<file path="src/rtl/tgc_pkg.sv">
// What this block does
// - counter increments when running and either gate use is off or gate is active
// - polarity bit 1 counts on high gate, 0 counts on low gate
// - toggle bit routes gate through toggle flop; cleared bit holds flop cleared
// - toggle flop inverts on each rising edge of polarity-adjusted gate while the counter runs
// - single-pulse bit makes the one-shot stage control the gate
// - software writes 1 to arm; hardware clears when acquisition completes
// - gate level view shows processed gate, independent of gate use enable
// - source field: 00 pin, 01 overflow, 10 comparator 1, 11 comparator 2
// - clearing run bit stops counter and clears gate flip-flop state
// - armed flag clears on falling edge of gate level view in single-pulse mode
`default_nettype none

package tgc_pkg;

	// ========================================
	// register map
	localparam logic [3:0] CTRL_ADDR   = 4'h0;
	localparam logic [3:0] RUN_ADDR    = 4'h1;
	localparam logic [7:0] CTRL_RESET  = 8'h00;
	localparam int         USE_BIT     = 7;
	localparam int         POL_BIT     = 6;
	localparam int         TOG_BIT     = 5;
	localparam int         SPM_BIT     = 4;
	localparam int         ARM_BIT     = 3;
	localparam int         VIEW_BIT    = 2;
	localparam int         RUN_BIT     = 0;

	typedef enum logic [1:0] {
		SRC_PIN,
		SRC_OVF,
		SRC_CMP1,
		SRC_CMP2
	} tgc_src_t;

	typedef struct packed {
		logic     gateUseEnable;
		logic     gatePolaritySel;
		logic     gateToggleSel;
		logic     singlePulseSel;
		tgc_src_t gateSourceSel;
	} tgc_cfg_t;

	typedef struct packed {
		logic gatePin;
		logic timerOverflow;
		logic cmp1SyncedOut;
		logic cmp2SyncedOut;
	} tgc_gate_in_t;

endpackage : tgc_pkg

`default_nettype wire

</file>
<file path="src/rtl/tgc_gate_control.sv">
// Implementation choices: the placing of the registers and strobed register access.
`default_nettype none

module tgc_gate_control (
	input  wire logic                  clk,
	input  wire logic                  arst_n,
	input  wire logic [3:0]            regAddr,
	input  wire logic [7:0]            regWdata,
	input  wire logic                  regWrite,
	input  wire logic                  regRead,
	output logic      [7:0]            regRdata,
	input  wire tgc_pkg::tgc_gate_in_t gateIn,
	output logic                       countInc
);
	import tgc_pkg::*;

	// ========================================
	// control state
	tgc_cfg_t cfg, next_cfg;
	logic     counterRun, next_counterRun;
	logic     pulseArmedFlag, next_pulseArmedFlag;
	logic     toggleFlop, next_toggleFlop;
	logic     polPrev, next_polPrev;
	logic     spmLatch, next_spmLatch;
	logic     viewPrev, next_viewPrev;
	logic [7:0] next_regRdata;

	// ========================================
	// gate chain
	logic rawGate;
	logic polGate;
	logic togGate;
	logic gateLevelView;

	always_comb
	begin
		case (cfg.gateSourceSel)
			SRC_PIN:  rawGate = gateIn.gatePin;
			SRC_OVF:  rawGate = gateIn.timerOverflow;
			SRC_CMP1: rawGate = gateIn.cmp1SyncedOut;
			SRC_CMP2: rawGate = gateIn.cmp2SyncedOut;
			default:  rawGate = 1'b0;
		endcase
		polGate = cfg.gatePolaritySel ? rawGate : ~rawGate;
		togGate = cfg.gateToggleSel ? toggleFlop : polGate;
		// one-shot: gate opens only while armed and the latch caught an active level
		gateLevelView = cfg.singlePulseSel ? (togGate & spmLatch) : togGate;
	end

	// count enable; gate use is ignored when the run bit is low
	assign countInc = counterRun & (~cfg.gateUseEnable | gateLevelView);

	// ========================================
	// next state
	always_comb
	begin
		next_cfg            = cfg;
		next_counterRun     = counterRun;
		next_pulseArmedFlag = pulseArmedFlag;
		next_toggleFlop     = toggleFlop;
		// edge detectors track in every mode, so turning toggle mode on meets no stale edge
		next_polPrev        = polGate;
		next_viewPrev       = gateLevelView;
		next_spmLatch       = spmLatch;
		next_regRdata       = 8'h00;

		if (regWrite)
		begin
			if (regAddr == CTRL_ADDR)
			begin
				next_cfg.gateUseEnable   = regWdata[USE_BIT];
				next_cfg.gatePolaritySel = regWdata[POL_BIT];
				next_cfg.gateToggleSel   = regWdata[TOG_BIT];
				next_cfg.singlePulseSel  = regWdata[SPM_BIT];
				next_cfg.gateSourceSel   = tgc_src_t'(regWdata[1:0]);
			end
			else if (regAddr == RUN_ADDR)
				next_counterRun = regWdata[RUN_BIT];
		end

		// a stop write clears chain state at the same edge as the run bit itself
		if (!cfg.gateToggleSel || !counterRun || !next_counterRun)
			next_toggleFlop = 1'b0;
		else if (polGate && !polPrev)
			next_toggleFlop = ~toggleFlop;

		// latch opens on the first active level of the pre-one-shot gate while armed
		if (!counterRun || !next_counterRun || !cfg.singlePulseSel || !pulseArmedFlag)
			next_spmLatch = 1'b0;
		else if (togGate)
			next_spmLatch = 1'b1;

		// hardware clear ends the interval; a same-cycle arm write wins
		if (cfg.singlePulseSel && viewPrev && !gateLevelView)
			next_pulseArmedFlag = 1'b0;
		if (regWrite && regAddr == CTRL_ADDR && regWdata[ARM_BIT])
			next_pulseArmedFlag = 1'b1;

		if (regRead)
		begin
			if (regAddr == CTRL_ADDR)
				next_regRdata = {cfg.gateUseEnable, cfg.gatePolaritySel, cfg.gateToggleSel,
					cfg.singlePulseSel, pulseArmedFlag, gateLevelView, cfg.gateSourceSel};
			else if (regAddr == RUN_ADDR)
				next_regRdata = {7'h00, counterRun};
		end
	end

	always_ff @(posedge clk or negedge arst_n)
	begin
		if (!arst_n)
		begin
			cfg            <= tgc_cfg_t'(6'h00);
			counterRun     <= 1'b0;
			pulseArmedFlag <= 1'b0;
			toggleFlop     <= 1'b0;
			polPrev        <= 1'b0;
			spmLatch       <= 1'b0;
			viewPrev       <= 1'b0;
			regRdata       <= 8'h00;
		end
		else
		begin
			cfg            <= next_cfg;
			counterRun     <= next_counterRun;
			pulseArmedFlag <= next_pulseArmedFlag;
			toggleFlop     <= next_toggleFlop;
			polPrev        <= next_polPrev;
			spmLatch       <= next_spmLatch;
			viewPrev       <= next_viewPrev;
			regRdata       <= next_regRdata;
		end
	end

	// ========================================
	// checks
	count_free_a : assert property (@(posedge clk) disable iff (!arst_n)
		(counterRun && !cfg.gateUseEnable) |-> countInc)
		else $error("counter not counting with gate unused");
	count_gated_a : assert property (@(posedge clk) disable iff (!arst_n)
		(counterRun && cfg.gateUseEnable) |-> (countInc == gateLevelView))
		else $error("count enable differs from gate view");
	count_off_a : assert property (@(posedge clk) disable iff (!arst_n)
		!counterRun |-> (!countInc && !toggleFlop))
		else $error("counter active while stopped");
	pol_plain_a : assert property (@(posedge clk) disable iff (!arst_n)
		(!cfg.gateToggleSel && !cfg.singlePulseSel) |-> (gateLevelView == (rawGate == cfg.gatePolaritySel)))
		else $error("polarity not applied");
	tog_clear_a : assert property (@(posedge clk) disable iff (!arst_n)
		!cfg.gateToggleSel |=> !toggleFlop)
		else $error("toggle flop not held cleared");
	tog_flip_a : assert property (@(posedge clk) disable iff (!arst_n)
		(counterRun && cfg.gateToggleSel && polGate && !polPrev && !(regWrite && regAddr == RUN_ADDR))
		|=> (toggleFlop != $past(toggleFlop)))
		else $error("toggle flop missed rising edge");
	spm_idle_a : assert property (@(posedge clk) disable iff (!arst_n)
		(cfg.singlePulseSel && !spmLatch) |-> !gateLevelView)
		else $error("one-shot gate open without trigger");
	arm_done_a : assert property (@(posedge clk) disable iff (!arst_n)
		(cfg.singlePulseSel && viewPrev && !gateLevelView && !(regWrite && regAddr == CTRL_ADDR))
		|=> !pulseArmedFlag)
		else $error("armed flag not cleared at gate fall");
	arm_set_a : assert property (@(posedge clk) disable iff (!arst_n)
		(regWrite && regAddr == CTRL_ADDR && regWdata[ARM_BIT]) |=> pulseArmedFlag)
		else $error("arm write lost");
	view_read_a : assert property (@(posedge clk) disable iff (!arst_n)
		(regRead && regAddr == CTRL_ADDR) |=> (regRdata[VIEW_BIT] == $past(gateLevelView)))
		else $error("gate view readback wrong");

	// ========================================
	// chain checks
	// these read internal nets, so a broken stage shows here before the count does
	src_pin_a : assert property (@(posedge clk) disable iff (!arst_n)
		(cfg.gateSourceSel == SRC_PIN) |-> (rawGate == gateIn.gatePin))
		else $error("pin source not selected");
	src_ovf_a : assert property (@(posedge clk) disable iff (!arst_n)
		(cfg.gateSourceSel == SRC_OVF) |-> (rawGate == gateIn.timerOverflow))
		else $error("overflow source not selected");
	src_cmp1_a : assert property (@(posedge clk) disable iff (!arst_n)
		(cfg.gateSourceSel == SRC_CMP1) |-> (rawGate == gateIn.cmp1SyncedOut))
		else $error("comparator 1 source not selected");
	src_cmp2_a : assert property (@(posedge clk) disable iff (!arst_n)
		(cfg.gateSourceSel == SRC_CMP2) |-> (rawGate == gateIn.cmp2SyncedOut))
		else $error("comparator 2 source not selected");
	tog_route_a : assert property (@(posedge clk) disable iff (!arst_n)
		(cfg.gateToggleSel && !cfg.singlePulseSel) |-> (gateLevelView == toggleFlop))
		else $error("toggle flop not routed to gate");
	tog_hold_a : assert property (@(posedge clk) disable iff (!arst_n)
		(counterRun && cfg.gateToggleSel && !(polGate && !polPrev) && !(regWrite && regAddr == RUN_ADDR))
		|=> (toggleFlop == $past(toggleFlop)))
		else $error("toggle flop moved without rising edge");
	spm_pass_a : assert property (@(posedge clk) disable iff (!arst_n)
		!cfg.singlePulseSel |-> (gateLevelView == togGate))
		else $error("one-shot stage active while disabled");
	spm_open_a : assert property (@(posedge clk) disable iff (!arst_n)
		(counterRun && cfg.singlePulseSel && pulseArmedFlag && togGate && !(regWrite && regAddr == RUN_ADDR))
		|=> spmLatch)
		else $error("one-shot latch missed active gate");

	// ========================================
	// register checks
	cfg_write_a : assert property (@(posedge clk) disable iff (!arst_n)
		(regWrite && regAddr == CTRL_ADDR) |=> (cfg.gateSourceSel == $past(regWdata[1:0])))
		else $error("source field write lost");
	src_hold_a : assert property (@(posedge clk) disable iff (!arst_n)
		!(regWrite && regAddr == CTRL_ADDR) |=> $stable(cfg))
		else $error("settings changed without control write");
	arm_hold_a : assert property (@(posedge clk) disable iff (!arst_n)
		(pulseArmedFlag && !(cfg.singlePulseSel && viewPrev && !gateLevelView))
		|=> pulseArmedFlag)
		else $error("armed flag cleared early");
	run_stop_a : assert property (@(posedge clk) disable iff (!arst_n)
		(regWrite && regAddr == RUN_ADDR && !regWdata[RUN_BIT]) |=> (!counterRun && !toggleFlop && !spmLatch))
		else $error("stop write left gate state set");
	run_read_a : assert property (@(posedge clk) disable iff (!arst_n)
		(regRead && regAddr == RUN_ADDR) |=> (regRdata == {7'h00, $past(counterRun)}))
		else $error("run readback wrong");
	read_idle_a : assert property (@(posedge clk) disable iff (!arst_n)
		!regRead |=> (regRdata == 8'h00))
		else $error("read data outside read cycle");

endmodule : tgc_gate_control

`default_nettype wire

</file>
<file path="config.mk">
export PLATFORM = sky130hd
export DESIGN_NAME = tgc_gate_control
export DESIGN_NICKNAME = d
export VERILOG_FILES = /design/src/rtl/tgc_pkg.sv /design/src/rtl/tgc_gate_control.sv
export SDC_FILE = /design/constraint.sdc
export NUM_CORES = 1
export LEC_CHECK = 0
export BUFFER_PORTS_ARGS = -buffer_cell sky130_fd_sc_hd__buf_2
export CAP_MARGIN = 30
export CORE_MARGIN = 2
export CORE_UTILIZATION = 43
export DETAILED_ROUTE_END_ITERATION = 6
export GPL_ROUTABILITY_DRIVEN = 0
export PLACE_DENSITY = 0.72
export SYNTH_ARGS = -nofsm -noshare
export SYNTH_HDL_FRONTEND = slang
export SYNTH_SLANG_ARGS = --single-unit
</file>
<file path="constraint.sdc">
create_clock -name clk -period 1.75 [get_ports clk]
set_input_delay 0.2625 -clock clk [delete_from_list [all_inputs] [get_ports clk]]
set_output_delay 0.2625 -clock clk [all_outputs]
set_load 0.1 [all_outputs]
</file>
==> impl_metrics.ini <==
[detailed_routing]
wl_per_cell_um = 12.5
drt_pre_antenna_iters = 4
drc = 0
drtIter0Drc = 10
via_per_inst = 4.86
ant_nets = 0
wl_um = 1680
vias = 651

[power]
leakage_nw = 0.597
total_power_mw = 1.26
ir_drop_mv = 0.572
power_density_nw_per_um2 = 1070

[die]
start_util = 0.450
dieArea_um2 = 2410
row_count = 16
coreArea_um2 = 1940
fp.dieH_um = 49.1
die_width_um = 49.1
ios = 29

[worst_hold_path]
min_path_type = in -> reg
hold_end = cfg[4]$_DFFE_PN0P_
whs_path_depth = 2
worstHoldStart = regWdata[6]

[clock_network]
cts.clk_slew.worst_paths_ps = 110
clkLatencyLatePin_ps = 300
cts-root-buf = clkbuf_4
cts_tree = yes
cts-htree-levels = 1
cts.sinks = 20
numCtsBuffers = 3
cts_buffer_depth = 2

[synthesis]
synth_top_cell_by_area = dfrtp_1
ys_top_cells_by_area = dfrtp_1 57%, mux2_2 6.4%, and2_1 3.6%
postSynthCellCount = 68
synth-main-ff-cell = dfrtp_1
async_flop_share = 1.00
syn_avg_cell_area_um2 = 12.9
synth.most_common_cell = dfrtp_1
syn_nets = 88
synth_top_cell_area_share = 0.572
yosysUniqueCellTypes = 25
synth.top_cells.by_count = 20 x dfrtp_1, 6 x a21oi_1, 5 x and2_1, 5 x mux2_2, 5 x nand2_1
synth_seq_cells = 20
synth_seq_area_share = 0.572
syn-cell-area_um2 = 875
synth_edf_count = 0
yosysWarnings = 0

[setup_path]
crit_path_end_kind = output pin
reg2reg_slack_ps = -40
r2r-end = regRdata[2]$_DFF_PN0_
cp-startpoint = cfg[1]$_DFFE_PN0P_
timing.rr.start = cfg[1]$_DFFE_PN0P_
startpoint_type = flop
required_ps = 1490
crit_arrival_ps = 1930
crit_type = reg -> out
reg2reg_depth = 5
worstPathMaxFanout = 3

[global_routing]
gr-total-overflow = 0
grt_pass1_wl_um = 2660
grt_pass1_vias = 673
grt_util_all_layers = 0.151
grt_start_max_net_pins = 21
antenna_found_initial = 0

[cells_and_area]
final_nets = 128
final_cells = 134
drive_above_1_share = 0.467
final_cell_area_um2 = 1170
num_antenna_cells = 0
utilization = 0.605
syn_to_final_growth_pct = 34.3

[run_status]
violations = negative setup slack
outcome = finished, violations left

[timing]
skew_ps = 6.03
finalCriticalPeriod_ps = 2190
slew_headroom = 0.679
hold_viol = 0
max_freq_mhz = 456
setup_violations = 2
setup_slack_ps = -442
period_share = 1.25
worst_pin_slew_ps = 485
drv_slew = 0
rsz0062_at_grt = true

[place]
place_area_um2 = 1110
dp_hpwl_um = 1250
io_buffers = 27
place_inst = 127

[flow_run]
cap_violations = 0
flip-flops by register name (all words and copies together) (netlist names):
name,flops
pulseArmedFlag,1
toggleFlop,1
polPrev,1
regRdata,8
counterRun,1
spmLatch,1
viewPrev,1
cfg,6
how the worst max path moves through the flow:
stage | to | slack [ps] | cells after the start
CTS | countInc | -450 | 5
global placement | countInc | -80 | 5
global route | countInc | -510 | 5
floorplan | countInc | -320 | 4
detailed placement | countInc | -100 | 5
finish | countInc | -440 | 5
worst max-delay path, cell delays in order, from the launching register on:
cell,delay (ps)
dfrtp_1,390
mux4_2,570
xnor2_4,220
nand2b_4,80
a31oi_4,170
buf_12,200
cell families (layout without fill, tap and decap cells):
family	count (synthesis)	count (layout)	share of synthesized area
AOI/OAI and AO/OA	12	12	0.106
xor gates and xnor gates	1	1	0.0315
buffers and inverters	5	44	0.0229
DFF	20	20	0.572
muxes	8	8	0.114
and+or+nand+nor	22	22	0.153
metal layers:
metal | up-vias | GRT usage | wire (um)
li1 | 314 | - | -
met1 | 317 | 0.155 | 686
met2 | 14 | 0.270 | 903
met3 | 6 | 0.0123 | 34
met4 | 0 | 0.133 | 56
met5 | - | 0 | 0
timing repair:
| item | CTS | global route |
|---|---|---|
| endpoints found under the setup margin | 2 | 2 |
| buffers inserted | 0 | 2 |
| pin swaps | 0 | 1 |
| hold buffers | 1 | 0 |
| hold endpoints to repair | 20 | 0 |
| resized for setup | 0 | 0 |
cell type report:
| type | count | area (um2) |
|---|---|---|
| fill | 161 | 767 |
| sequential | 20 | 500 |
| multi-input combinational | 43 | 369 |
| timing repair buffer | 36 | 220 |
| clock buffer | 4 | 36.3 |
| tap | 27 | 33.8 |
| inverter | 4 | 15.0 |
report_power, final:
part	switching [mW]	leakage (nW)	internal (mW)
logic	0.207	0.313	0.197
registers	0.0620	0.264	0.530
clock network	0.137	0.0210	0.127
cells in the final DEF, fill, tap and decap left out, drive strengths merged:
cell type | netlist | final
a2111oi | 1 | 1
a21oi | 6 | 6
a22oi | 1 | 1
a31oi | 2 | 2
and2 | 6 | 6
and3 | 1 | 1
buf | 1 | 35
clkbuf | 0 | 4
dfrtp | 20 | 20
dlygate4sd3 | 0 | 1
inv | 4 | 4
mux2 | 6 | 6
mux2i | 1 | 1
mux4 | 1 | 1
nand2 | 5 | 5
nand2b | 1 | 1
nand3 | 2 | 2
nand3b | 1 | 1
nor2 | 2 | 2
nor2b | 2 | 2
nor4b | 1 | 1
o211a | 1 | 1
o21ai | 1 | 1
or4b | 1 | 1
xnor2 | 1 | 1
metrics by stage:
stage	setup TNS, ps	hold slack, ps	worst slack, ps
final	-479	175	-442
after global routing	-674	182	-506
after CTS	-541	166	-452
after detailed placement	-168	231	-104
after global placement	-124	229	-76.0
after floorplan	-320	-33.1	-320
(Power assumes the default switching activity.)
